--- src/shared/uec_pkg.sv ---
// Constants for the endpoint control and status block
package uec_pkg;
  // Register map, byte addresses on the 6-bit register port
  localparam logic [5:0] ADR_EP0_CSR = 6'h00;
  localparam logic [5:0] ADR_ENDPOINT0_MAX_PACKET_SIZE = 6'h01;
  localparam logic [5:0] ADR_EP0_CNT = 6'h02;
  // Endpoints 1-4: base 0x10 + 4*(n-1), sub-offsets below
  localparam logic [1:0] ADR_EPX_PAGE = 2'h1;
  localparam logic [1:0] SUB_IN_CSR = 2'h0;
  localparam logic [1:0] SUB_OUT_CSR = 2'h1;
  localparam logic [1:0] SUB_IN_MAX_PACKET_SIZE = 2'h2;
  localparam logic [1:0] SUB_OUT_CNT = 2'h3;
  // Endpoint 0 control/status bit positions
  localparam int B0_RX_WAIT = 0;
  localparam int B0_TX_LOAD = 1;
  localparam int B0_STALL = 2;
  localparam int B0_DATA_END = 3;
  localparam int B0_FSTALL = 4;
  localparam int B0_ABORTED = 5;
  localparam int B0_CLR_RX = 6;
  localparam int B0_CLR_ABT = 7;
  // IN control/status bit positions
  localparam int BI_LOADED = 0;
  localparam int BI_UNDER = 1;
  localparam int BI_STALL = 2;
  localparam int BI_ISO = 3;
  localparam int BI_FEEDBACK = 4;
  localparam int BI_NOT_EMPTY = 5;
  localparam int BI_FLUSH = 6;
  localparam int BI_AUTO_SET = 7;
  // OUT control/status bit positions
  localparam int BO_WAITING = 0;
  localparam int BO_OVER = 1;
  localparam int BO_STALL = 2;
  localparam int BO_ISO = 3;
  localparam int BO_FSTALL = 4;
  localparam int BO_DATA_ERR = 5;
  localparam int BO_FLUSH = 6;
  localparam int BO_RX_READY_AUTO_RELEASE = 7;
  // Reset values and FIFO geometry
  localparam logic [7:0] ENDPOINT0_MAX_PACKET_SIZE_RST = 8'h08;
  localparam logic [7:0] IN_MAX_PACKET_SIZE_RST = 8'h00;
  localparam logic [7:0] FIFO_HALF = 8'h20;
  localparam logic [1:0] PKT_ONE = 2'h1;
  localparam logic [1:0] PKT_TWO = 2'h2;
  // Endpoint 0 control transfer phase
  typedef enum logic [2:0] {
    EP0_IDLE = 3'b001,
    EP0_DATA = 3'b010,
    EP0_STAT = 3'b100
  } uec_ep0_t;
endpackage

--- src/rtl/uec_top.sv ---
// Endpoint control/status registers for endpoints 0 to 4
// Overview of operation
// - Setup-ended sets when transfer ends short or a new setup interrupts it.
// - Writing 1 to EP0 bit 6 clears rx-waiting, bit 7 clears setup-ended.
// - Setup-ended rises at SETUP PID; rx-waiting only after clean packet.
// - EP0 max packet size resets to 8 bytes, shared by IN and OUT.
// - After each good packet, received byte count is loaded for firmware.
// - Writing 1 to tx-loaded queues packet; pointers move on write and send.
// - Iso IN token on empty FIFO sets underrun and shared fault.
// - While send-stall is 1, endpoint answers STALL; writing 0 ends it.
// - IN iso/toggle-init set makes every sent packet DATA0.
// - IN not-empty flag is 1 exactly while a packet sits in the FIFO.
// - Flush empties one packet or drops the older of two.
// - With auto-set, a packet is queued after max-packet bytes are written.
// - Good OUT packet sets waiting; firmware write 0 releases the packet.
// - Iso OUT token with two packets queued sets overrun and shared fault.
// - OUT iso/toggle-init set accepts DATA0 or DATA1.
// - Writing 1 then 0 to iso/toggle-init resets the data toggle to DATA0.
// - Oversize OUT packet sets forced-stall, STALL returned while set.
// - CRC or stuffing error in iso packet sets data-error; write 0 clears.
// - With auto-release, one packet is released after max-packet bytes are read.
// - IN max packet resets to 0; above half FIFO is single buffering.
// - EP0 rx-waiting sets after a valid SETUP or OUT token and its data.
// - Data-end moves EP0 to status phase and clears when status completes.
`timescale 1ns/1ps
module uec_top
  import uec_pkg::*;
(
  input wire logic I_CLK,
  input wire logic I_RST_B,
  input wire logic [5:0] I_ADDR,
  input wire logic [7:0] I_WDATA,
  input wire logic I_WR,
  input wire logic I_RD,
  input wire logic I_EP0_SETUP_PID,
  input wire logic I_EP0_RX_OK,
  input wire logic I_EP0_TX_OK,
  input wire logic I_EP0_STATUS_DONE,
  input wire logic I_EP0_EARLY_END,
  input wire logic I_EP0_PROTO_ERR,
  input wire logic [7:0] I_RX_COUNT,
  input wire logic [3:0] I_IN_TOKEN,
  input wire logic [3:0] I_IN_TX_OK,
  input wire logic [3:0] I_IN_FIFO_WR,
  input wire logic [3:0] I_OUT_TOKEN,
  input wire logic [3:0] I_OUT_RX_OK,
  input wire logic [3:0] I_OUT_OVERSIZE,
  input wire logic [3:0] I_OUT_BAD_CRC,
  input wire logic [3:0] I_OUT_FIFO_RD,
  input wire logic [31:0] I_OUT_MAX_PACKET_SIZE,
  output logic [7:0] O_RDATA,
  output logic O_EP0_STALL,
  output logic O_EP0_STATUS_PHASE,
  output logic [3:0] O_IN_READY,
  output logic [3:0] O_IN_STALL,
  output logic [3:0] O_IN_DATA0_ONLY,
  output logic [3:0] O_IN_FEEDBACK,
  output logic [3:0] O_OUT_ROOM,
  output logic [3:0] O_OUT_STALL,
  output logic [3:0] O_OUT_ANY_PID,
  output logic [3:0] O_TOGGLE_RESET_IN,
  output logic [3:0] O_TOGGLE_RESET_OUT,
  output logic O_FAULT_SET
);

  // Register decode
  logic ep0_csr_wr;
  logic endpoint0_max_packet_size_wr;
  logic epx_sel;
  logic [1:0] epx_idx;
  logic [1:0] epx_sub;
  assign ep0_csr_wr = I_WR && (I_ADDR == ADR_EP0_CSR);
  assign endpoint0_max_packet_size_wr = I_WR && (I_ADDR == ADR_ENDPOINT0_MAX_PACKET_SIZE);
  assign epx_sel = (I_ADDR[5:4] == ADR_EPX_PAGE);
  assign epx_idx = I_ADDR[3:2];
  assign epx_sub = I_ADDR[1:0];

  // Endpoint 0 state
  uec_ep0_t ep0_st_ff;
  uec_ep0_t nxt_ep0_st;
  logic ep0_rx_wait_ff;
  logic ep0_tx_load_ff;
  logic ep0_stall_ff;
  logic ep0_data_end_ff;
  logic ep0_fstall_ff;
  logic ep0_aborted_ff;
  logic [7:0] endpoint0_max_packet_size_ff;
  logic [7:0] ep0_cnt_ff;
  logic ep0_abort_set;
  logic [7:0] ep0_csr;

  // Early end, or a SETUP PID arriving mid-transfer, marks setup-ended
  assign ep0_abort_set = I_EP0_EARLY_END ||
    (I_EP0_SETUP_PID && (ep0_st_ff != EP0_IDLE));

  // Control transfer phase tracking
  always_comb begin
    nxt_ep0_st = ep0_st_ff;
    unique case (ep0_st_ff)
      EP0_IDLE: begin
        if (I_EP0_RX_OK) begin
          nxt_ep0_st = EP0_DATA;
        end
      end
      EP0_DATA: begin
        if (ep0_abort_set) begin
          nxt_ep0_st = EP0_IDLE;
        end else if (ep0_data_end_ff) begin
          nxt_ep0_st = EP0_STAT;
        end
      end
      EP0_STAT: begin
        if (I_EP0_STATUS_DONE || ep0_abort_set) begin
          nxt_ep0_st = EP0_IDLE;
        end
      end
      default: nxt_ep0_st = EP0_IDLE;
    endcase
  end

  always_ff @(posedge I_CLK or negedge I_RST_B) begin
    if (!I_RST_B) begin
      ep0_st_ff <= EP0_IDLE;
    end else begin
      ep0_st_ff <= nxt_ep0_st;
    end
  end

  // Flags that hardware sets: the set wins over a same-cycle clear
  always_ff @(posedge I_CLK or negedge I_RST_B) begin
    if (!I_RST_B) begin
      ep0_rx_wait_ff <= 1'b0;
      ep0_aborted_ff <= 1'b0;
      ep0_fstall_ff <= 1'b0;
    end else begin
      if (I_EP0_RX_OK) begin
        ep0_rx_wait_ff <= 1'b1;
      end else if (ep0_csr_wr && I_WDATA[B0_CLR_RX]) begin
        ep0_rx_wait_ff <= 1'b0;
      end
      if (ep0_abort_set) begin
        ep0_aborted_ff <= 1'b1;
      end else if (ep0_csr_wr && I_WDATA[B0_CLR_ABT]) begin
        ep0_aborted_ff <= 1'b0;
      end
      if (I_EP0_PROTO_ERR) begin
        ep0_fstall_ff <= 1'b1;
      end else if (ep0_csr_wr && !I_WDATA[B0_FSTALL]) begin
        ep0_fstall_ff <= 1'b0;
      end
    end
  end

  // Firmware-set EP0 bits and the byte count
  always_ff @(posedge I_CLK or negedge I_RST_B) begin
    if (!I_RST_B) begin
      ep0_tx_load_ff <= 1'b0;
      ep0_stall_ff <= 1'b0;
      ep0_data_end_ff <= 1'b0;
      endpoint0_max_packet_size_ff <= ENDPOINT0_MAX_PACKET_SIZE_RST;
      ep0_cnt_ff <= 8'h00;
    end else begin
      if (I_EP0_TX_OK || ep0_abort_set) begin
        ep0_tx_load_ff <= 1'b0;
      end else if (ep0_csr_wr && I_WDATA[B0_TX_LOAD]) begin
        ep0_tx_load_ff <= 1'b1;
      end
      if (ep0_csr_wr) begin
        ep0_stall_ff <= I_WDATA[B0_STALL];
      end
      // Status completion outranks a late firmware set
      if (I_EP0_STATUS_DONE && (ep0_st_ff == EP0_STAT)) begin
        ep0_data_end_ff <= 1'b0;
      end else if (ep0_csr_wr && I_WDATA[B0_DATA_END]) begin
        ep0_data_end_ff <= 1'b1;
      end
      if (endpoint0_max_packet_size_wr) begin
        endpoint0_max_packet_size_ff <= I_WDATA;
      end
      if (I_EP0_RX_OK) begin
        ep0_cnt_ff <= I_RX_COUNT;
      end
    end
  end

  // Clear-request bits always read as zero
  assign ep0_csr = {2'b00, ep0_aborted_ff, ep0_fstall_ff, ep0_data_end_ff,
                    ep0_stall_ff, ep0_tx_load_ff, ep0_rx_wait_ff};

  // Endpoints 1-4, packed views for the read mux and outputs
  logic [31:0] in_csr_v;
  logic [31:0] out_csr_v;
  logic [31:0] in_max_packet_size_v;
  logic [31:0] out_cnt_v;
  logic [3:0] in_ready_v;
  logic [3:0] out_room_v;
  logic [3:0] out_stall_v;
  logic [3:0] tog_in_v;
  logic [3:0] tog_out_v;
  logic [3:0] fault_v;

  genvar gi;
  generate
    for (gi = 0; gi < 4; gi++) begin : g_ep
      logic in_wr;
      logic out_wr;
      logic max_packet_size_wr;
      logic [7:0] in_ctl_ff;
      logic [7:0] out_ctl_ff;
      logic [7:0] max_packet_size_ff;
      logic [7:0] cnt_ff;
      logic [1:0] in_pkts_ff;
      logic [1:0] out_pkts_ff;
      logic [7:0] wr_bytes_ff;
      logic [7:0] rd_bytes_ff;
      logic under_ff;
      logic over_ff;
      logic fstall_ff;
      logic derr_ff;
      logic in_iso_d_ff;
      logic out_iso_d_ff;
      logic [1:0] in_cap;
      logic [1:0] out_cap;
      logic [7:0] out_max_packet_size;
      logic in_iso;
      logic out_iso;
      logic auto_load;
      logic auto_rel;
      logic fw_load;
      logic fw_rel;
      logic in_flush;
      logic out_flush;
      logic under_set;
      logic over_set;

      assign in_wr = I_WR && epx_sel && (epx_idx == gi) &&
                     (epx_sub == SUB_IN_CSR);
      assign out_wr = I_WR && epx_sel && (epx_idx == gi) &&
                      (epx_sub == SUB_OUT_CSR);
      assign max_packet_size_wr = I_WR && epx_sel && (epx_idx == gi) &&
                       (epx_sub == SUB_IN_MAX_PACKET_SIZE);
      assign out_max_packet_size = I_OUT_MAX_PACKET_SIZE[gi*8 +: 8];
      assign in_iso = in_ctl_ff[BI_ISO];
      assign out_iso = out_ctl_ff[BO_ISO];
      // Large packets leave room for only one in the FIFO
      assign in_cap = (max_packet_size_ff > FIFO_HALF) ? PKT_ONE : PKT_TWO;
      assign out_cap = (out_max_packet_size > FIFO_HALF) ? PKT_ONE : PKT_TWO;
      assign auto_load = in_ctl_ff[BI_AUTO_SET] && I_IN_FIFO_WR[gi] &&
        (max_packet_size_ff != 8'h00) && (wr_bytes_ff + 8'h01 == max_packet_size_ff);
      assign auto_rel = out_ctl_ff[BO_RX_READY_AUTO_RELEASE] && I_OUT_FIFO_RD[gi] &&
        (out_max_packet_size != 8'h00) && (rd_bytes_ff + 8'h01 == out_max_packet_size);
      assign fw_load = in_wr && I_WDATA[BI_LOADED];
      assign fw_rel = out_wr && !I_WDATA[BO_WAITING] &&
                      (out_pkts_ff != 2'h0);
      assign in_flush = in_wr && I_WDATA[BI_FLUSH];
      assign out_flush = out_wr && I_WDATA[BO_FLUSH];
      assign under_set = in_iso && I_IN_TOKEN[gi] &&
                         (in_pkts_ff == 2'h0);
      assign over_set = out_iso && I_OUT_TOKEN[gi] &&
                        (out_pkts_ff == PKT_TWO);

      // Firmware control bits; bit 0 of each CSR is held elsewhere
      always_ff @(posedge I_CLK or negedge I_RST_B) begin
        if (!I_RST_B) begin
          in_ctl_ff <= 8'h00;
          out_ctl_ff <= 8'h00;
          max_packet_size_ff <= IN_MAX_PACKET_SIZE_RST;
        end else begin
          if (in_wr) begin
            in_ctl_ff <= I_WDATA & 8'h9c;
          end
          if (out_wr) begin
            out_ctl_ff <= I_WDATA & 8'h8c;
          end
          if (max_packet_size_wr) begin
            max_packet_size_ff <= I_WDATA;
          end
        end
      end

      // Packet occupancy of the IN FIFO; one update per cycle at most
      always_ff @(posedge I_CLK or negedge I_RST_B) begin
        if (!I_RST_B) begin
          in_pkts_ff <= 2'h0;
          wr_bytes_ff <= 8'h00;
        end else begin
          if ((fw_load || auto_load) && (in_pkts_ff < in_cap)) begin
            in_pkts_ff <= in_pkts_ff + 2'h1;
          end else if ((I_IN_TX_OK[gi] || in_flush) &&
                       (in_pkts_ff != 2'h0)) begin
            in_pkts_ff <= in_pkts_ff - 2'h1;
          end
          if (auto_load || fw_load || in_flush) begin
            wr_bytes_ff <= 8'h00;
          end else if (I_IN_FIFO_WR[gi]) begin
            wr_bytes_ff <= wr_bytes_ff + 8'h01;
          end
        end
      end

      // Packet occupancy of the OUT FIFO and the byte count
      always_ff @(posedge I_CLK or negedge I_RST_B) begin
        if (!I_RST_B) begin
          out_pkts_ff <= 2'h0;
          rd_bytes_ff <= 8'h00;
          cnt_ff <= 8'h00;
        end else begin
          if (I_OUT_RX_OK[gi] && (out_pkts_ff < out_cap)) begin
            out_pkts_ff <= out_pkts_ff + 2'h1;
            cnt_ff <= I_RX_COUNT;
          end else if ((fw_rel || auto_rel || out_flush) &&
                       (out_pkts_ff != 2'h0)) begin
            out_pkts_ff <= out_pkts_ff - 2'h1;
          end
          if (auto_rel || fw_rel || out_flush) begin
            rd_bytes_ff <= 8'h00;
          end else if (I_OUT_FIFO_RD[gi]) begin
            rd_bytes_ff <= rd_bytes_ff + 8'h01;
          end
        end
      end

      // Error flags, cleared by writing 0; a new event wins the cycle
      always_ff @(posedge I_CLK or negedge I_RST_B) begin
        if (!I_RST_B) begin
          under_ff <= 1'b0;
          over_ff <= 1'b0;
          fstall_ff <= 1'b0;
          derr_ff <= 1'b0;
        end else begin
          if (under_set) begin
            under_ff <= 1'b1;
          end else if (in_wr && !I_WDATA[BI_UNDER]) begin
            under_ff <= 1'b0;
          end
          if (over_set) begin
            over_ff <= 1'b1;
          end else if (out_wr && !I_WDATA[BO_OVER]) begin
            over_ff <= 1'b0;
          end
          if (I_OUT_OVERSIZE[gi]) begin
            fstall_ff <= 1'b1;
          end else if (out_wr && !I_WDATA[BO_FSTALL]) begin
            fstall_ff <= 1'b0;
          end
          if (out_iso && I_OUT_BAD_CRC[gi]) begin
            derr_ff <= 1'b1;
          end else if (out_wr && !I_WDATA[BO_DATA_ERR]) begin
            derr_ff <= 1'b0;
          end
        end
      end

      // Delayed iso bits catch the 1-then-0 toggle reset sequence
      always_ff @(posedge I_CLK or negedge I_RST_B) begin
        if (!I_RST_B) begin
          in_iso_d_ff <= 1'b0;
          out_iso_d_ff <= 1'b0;
        end else begin
          in_iso_d_ff <= in_iso;
          out_iso_d_ff <= out_iso;
        end
      end

      assign tog_in_v[gi] = in_iso_d_ff && !in_iso;
      assign tog_out_v[gi] = out_iso_d_ff && !out_iso;
      assign fault_v[gi] = under_set || over_set;
      // Ready to send means a whole packet is queued
      assign in_ready_v[gi] = (in_pkts_ff != 2'h0);
      assign out_room_v[gi] = (out_pkts_ff < out_cap);
      assign out_stall_v[gi] = out_ctl_ff[BO_STALL] || fstall_ff;
      assign in_csr_v[gi*8 +: 8] = {in_ctl_ff[BI_AUTO_SET], 1'b0,
        (in_pkts_ff != 2'h0), in_ctl_ff[BI_FEEDBACK], in_ctl_ff[BI_ISO],
        in_ctl_ff[BI_STALL], under_ff, (in_pkts_ff == in_cap)};
      assign out_csr_v[gi*8 +: 8] = {out_ctl_ff[BO_RX_READY_AUTO_RELEASE], 1'b0,
        derr_ff, fstall_ff, out_ctl_ff[BO_ISO], out_ctl_ff[BO_STALL],
        over_ff, (out_pkts_ff != 2'h0)};
      assign in_max_packet_size_v[gi*8 +: 8] = max_packet_size_ff;
      assign out_cnt_v[gi*8 +: 8] = cnt_ff;
    end
  endgenerate

  // Read data one cycle after the strobe, zero otherwise or unmapped
  logic [7:0] nxt_rdata;
  always_comb begin
    nxt_rdata = 8'h00;
    if (I_RD) begin
      if (I_ADDR == ADR_EP0_CSR) begin
        nxt_rdata = ep0_csr;
      end else if (I_ADDR == ADR_ENDPOINT0_MAX_PACKET_SIZE) begin
        nxt_rdata = endpoint0_max_packet_size_ff;
      end else if (I_ADDR == ADR_EP0_CNT) begin
        nxt_rdata = ep0_cnt_ff;
      end else if (epx_sel) begin
        unique case (epx_sub)
          SUB_IN_CSR: nxt_rdata = in_csr_v[epx_idx*8 +: 8];
          SUB_OUT_CSR: nxt_rdata = out_csr_v[epx_idx*8 +: 8];
          SUB_IN_MAX_PACKET_SIZE: nxt_rdata = in_max_packet_size_v[epx_idx*8 +: 8];
          SUB_OUT_CNT: nxt_rdata = out_cnt_v[epx_idx*8 +: 8];
        endcase
      end
    end
  end

  // Registered outputs toward the serial engine and the CPU
  always_ff @(posedge I_CLK or negedge I_RST_B) begin
    if (!I_RST_B) begin
      O_RDATA <= 8'h00;
      O_EP0_STALL <= 1'b0;
      O_EP0_STATUS_PHASE <= 1'b0;
      O_IN_READY <= 4'h0;
      O_IN_STALL <= 4'h0;
      O_IN_DATA0_ONLY <= 4'h0;
      O_IN_FEEDBACK <= 4'h0;
      O_OUT_ROOM <= 4'h0;
      O_OUT_STALL <= 4'h0;
      O_OUT_ANY_PID <= 4'h0;
      O_TOGGLE_RESET_IN <= 4'h0;
      O_TOGGLE_RESET_OUT <= 4'h0;
      O_FAULT_SET <= 1'b0;
    end else begin
      O_RDATA <= nxt_rdata;
      O_EP0_STALL <= ep0_stall_ff || ep0_fstall_ff;
      O_EP0_STATUS_PHASE <= (ep0_st_ff == EP0_STAT);
      O_IN_READY <= in_ready_v;
      for (int k = 0; k < 4; k++) begin
        O_IN_STALL[k] <= in_csr_v[k*8 + BI_STALL];
        O_IN_DATA0_ONLY[k] <= in_csr_v[k*8 + BI_ISO];
        O_IN_FEEDBACK[k] <= in_csr_v[k*8 + BI_FEEDBACK];
        O_OUT_ANY_PID[k] <= out_csr_v[k*8 + BO_ISO];
      end
      O_OUT_ROOM <= out_room_v;
      O_OUT_STALL <= out_stall_v;
      O_TOGGLE_RESET_IN <= tog_in_v;
      O_TOGGLE_RESET_OUT <= tog_out_v;
      O_FAULT_SET <= |fault_v;
    end
  end
endmodule

--- config.mk ---
export PLATFORM = sky130hd
export DESIGN_NAME = uec_top
export DESIGN_NICKNAME = d
export VERILOG_FILES = /design/src/shared/uec_pkg.sv /design/src/rtl/uec_top.sv
export SDC_FILE = /design/constraint.sdc
export NUM_CORES = 1
export LEC_CHECK = 0
export ABC_AREA = 1
export BUFFER_PORTS_ARGS = -buffer_cell sky130_fd_sc_hd__clkbuf_2
export CORE_MARGIN = 1.5
export CORE_UTILIZATION = 45
export DETAILED_ROUTE_END_ITERATION = 6
export PLACE_DENSITY_LB_ADDON = 0.1
export REMOVE_ABC_BUFFERS = 1
export SLEW_MARGIN = 30
export SYNTH_ARGS = -nofsm -noshare
export SYNTH_HDL_FRONTEND = slang
export SYNTH_SLANG_ARGS = --single-unit
--- constraint.sdc ---
create_clock -name I_CLK -period 5.4 [get_ports I_CLK]
set_input_delay 0 -clock I_CLK [delete_from_list [all_inputs] [get_ports I_CLK]]
set_output_delay 0 -clock I_CLK [all_outputs]
set_load 0.01 [all_outputs]
==> results.toml <==
[run_status]
status = "finished with violations"
failed_checks = "design-rule violations, negative hold slack"

[sta]
max_freq_mhz = 388.4
drv_slew = 0
rsz0062_at_grt = "no"
final-setup-viol-count = 0
finalCriticalPeriod_ps = 2575
fin_worst_skew_ps = 28.95
tightest_slew_ps = 926.5
hold_viol = 18
max_slew_margin_pct = 38.09
hold_ws_ps = -10.03
post-route-period-util_pct = 47.68
fin_tns_setup_ps = 0
setup_slack_ps = 2825

[setup_path]
r2r_end = "ep0_aborted_ff"
crit_path_start_kind = "input port"
cpPeakStageDelay_ps = 610
setup.worst_path.end_class = "register"
startpoint = "I_OUT_MAX_PACKET_SIZE[29]"
r2r_cells = 7
crit_chain = "dlygate4sd3_1 -> clkbuf_2 -> a21oi_1 -> dlygate4sd3_1 -> inv_1 -> ha_1 -> o21ai_1 -> nand3b_1 -> o21ai_0 -> inv_1 -> nand2_1 -> nand2_1"
crit_arrival_ps = 3020
crit_end = "g_ep[3].out_pkts_ff[1]"
worstPathMaxFanout = 20
r2r_slack_ps = 2910
r2r-start = "ep0_st_ff[0]"
setup.worst_path.class = "in2reg"
crit_slowest_cell = "dlygate4sd3_1"
critical_path_required_ps = 5850

[die]
num_io_pins = 143
core_area_sq_mm = 0.03075
die_area_sq_mm = 0.03246
die-width_microns = 180.2
row_count = 64
start_util_pct = 45.93
die-height_microns = 180.2

[pwr]
seqPwrFrac_pct = 39.7
p_int_mw = 4.710
ir_drop_mv = 0.2927
cellPowerDensity_mw_per_mm2 = 446.2
p_sw_mw = 2.894
switching_share_pct = 38.06
p_comb_share_pct = 32.9
p_clk_share_pct = 27.4
finalPower_mw = 7.604
leakagePower_nw = 8.628

[clocking]
cts-root-buf = "clkbuf_16"
cts_tree = "built"
clk_path_buf_depth = 3
clkLatencyLatePin_ps = 580
cts.sinks = 260
clk_pin_slew_ps = 60
htreeDepth = 1
cts_buffers = 30

[layout]
drive_gt1_share_pct = 11.45
layout_commonest_cell = "nand2_1"
fillers = 2991
fin_nets = 2250
post-route-util_pct = 55.42
final_cell_mix = "nand2_1 (610), dfrtp_1 (258), inv_1 (231), o21ai_0 (179), nor2_1 (156)"
area_growth_pct = 20.67
fin_cells = 2555

[drt]
postRouteWirelength_microns = 43610
ant_nets = 0
route.detailed.drc = 22
routed-via-count = 13440
wire_per_inst_microns = 17.07
vias_per_cell = 5.261
drtIter0Drc = 1178
dr.pass1.iters = 7

[global_routing]
grt_antenna_before_repair = 1
grt_pass1_wl_microns = 69200
grt_pass1_vias = 12780
grt_use_total_pct = 26.87
grt_overflow_total = 0
grt_max_degree = 122

[hold_path]
min_path_type = "in2async"

[place]
pre_cts_ws_ps = 3126
dp.cells = 2408
dp_hpwl_microns = 31040
portBuffers = 142
gp_congestion = 0.9119

[logic_synthesis]
synth_cell_types = 46
synth.cell_area_sq_mm = 0.01412
synthCells = 1915
ys_ff_latch = 260
synth_seq_area_share_pct = 46.08
yosys_warnings = 0
synth_area_per_cell_sq_um = 7.375

[run]
maxCapViolCount = 0
[repair_timing]
action / CTS / global route
endpoints found under the hold margin: 213 / 0
gates resized for setup: 0 / 0
hold buffers: 90 / 0
buffers inserted: 0 / 0
[cell type report]
cell class | instances | area [sq um] | area share, %
clock inverter | 8 | 103.9 | 0.6094
antenna | 1 | 2.502 | 0.01468
inverter | 237 | 892.1 | 5.235
clock buffer | 48 | 908.4 | 5.330
sequential | 260 | 6509 | 38.19
tap | 396 | 495.5 | 2.907
timing repair buffer | 234 | 1653 | 9.698
multi-input combinational | 1371 | 6479 | 38.01
[metal layers]
metal,track usage (%),wire length (microns),share of wire [%],vias up
li1,-,-,-,6666
met4,9.412,1375,3.2,0
met1,36.50,18940,43,6229
met5,0,0,0,-
met2,43.10,19910,46,460
met3,5.012,3379,7.7,88
[worst min path at each step]
stage	endpoint	start	slack, ps
after floorplan	O_EP0_STALL	I_RST_B	-300
after global routing	g_ep[1].rd_bytes_ff[4]	I_RST_B	30
after CTS	g_ep[2].wr_bytes_ff[7]	I_RST_B	3
after detailed placement	O_OUT_ANY_PID[2]	I_RST_B	5
after global placement	g_ep[1].rd_bytes_ff[4]	I_RST_B	-0.1
final	g_ep[1].rd_bytes_ff[4]	I_RST_B	-10
[power groups by stage]
stage | logic [mW] | registers (mW) | clock network [mW]
6_report | 2.50 | 3.02 | 2.08
5_1_grt | 2.90 | 3.10 | 2.20
4_1_cts | 2.49 | 3.01 | 2.12
3_5_place_dp | 2.37 | 3.03 | 0
3_3_place_gp | 2.31 | 3.02 | 0
2_1_floorplan | 1.75 | 2.92 | 0
[cells by family (layout without fill, tap and decap cells)]
family	after synthesis	after routing	share of synthesized area, %
compound gates	327	327	13.21
other cells	0	1	0
simple gates	1016	1016	30.40
buf+inv	284	527	8.044
xor+xnor	8	8	0.4961
fa+ha+maj	20	20	1.772
flops	260	260	46.08
[stage by stage]
stage / hold WS (ps) / instance area (sq um)
2_1_floorplan: -295.6 / 13880
3_3_place_gp: -0.1104 / 15120
3_5_place_dp: 5.092 / 15120
4_1_cts: 3.110 / 17040
5_1_grt: 31.55 / 17040
6_report: -10.03 / 17040
[critical path, delay by kind of cell]
kind	cells	cell delay (ps)
buffers and inverters	5	1390
adders and majority gates	1	260
and+or+nand+nor	3	650
AOI/OAI and AO/OA	3	730
[synth_stat cells (all sizes together)]
master,instances,area (sq um)
o22ai,2,12.51
a21oi,65,329.1
nand4,31,193.9
a2bb2oi,1,8.760
a221oi,3,26.28
o21bai,14,105.1
nor3,15,75.07
nor3b,1,7.510
a41oi,6,52.55
a211oi,24,180.2
inv,236,888.4
clkbuf,21,78.83
or2,8,50.05
a31oi,7,43.79
dfstp,2,52.55
buf,26,165.2
o311ai,1,8.760
nand3b,8,60.06
nor2,173,706.9
and2,4,25.02
or3,1,6.260
nor4,1,6.260
a21boi,1,7.510
o2111ai,3,26.28
o21ai,186,930.9
xnor2,6,52.55
o211ai,14,133.9
nand3,151,785.8
clkinv,1,3.750
nand2,623,2376
dfrtp,258,6456
xor2,2,17.52
ha,20,250.2
[state kept, by name, indices dropped and copies added (netlist names), 8 cells and up]
register                      cells
endpoint0_max_packet_size_ff      8
ep0_cnt_ff                        8
O_RDATA                           8
g_ep.wr_bytes_ff                 32
g_ep.in_ctl_ff                   16
g_ep.max_packet_size_ff          32
g_ep.in_pkts_ff                   8
g_ep.cnt_ff                      32
g_ep.out_pkts_ff                  8
g_ep.rd_bytes_ff                 32
g_ep.out_ctl_ff                  12
Power figures use the tool's default switching activity.
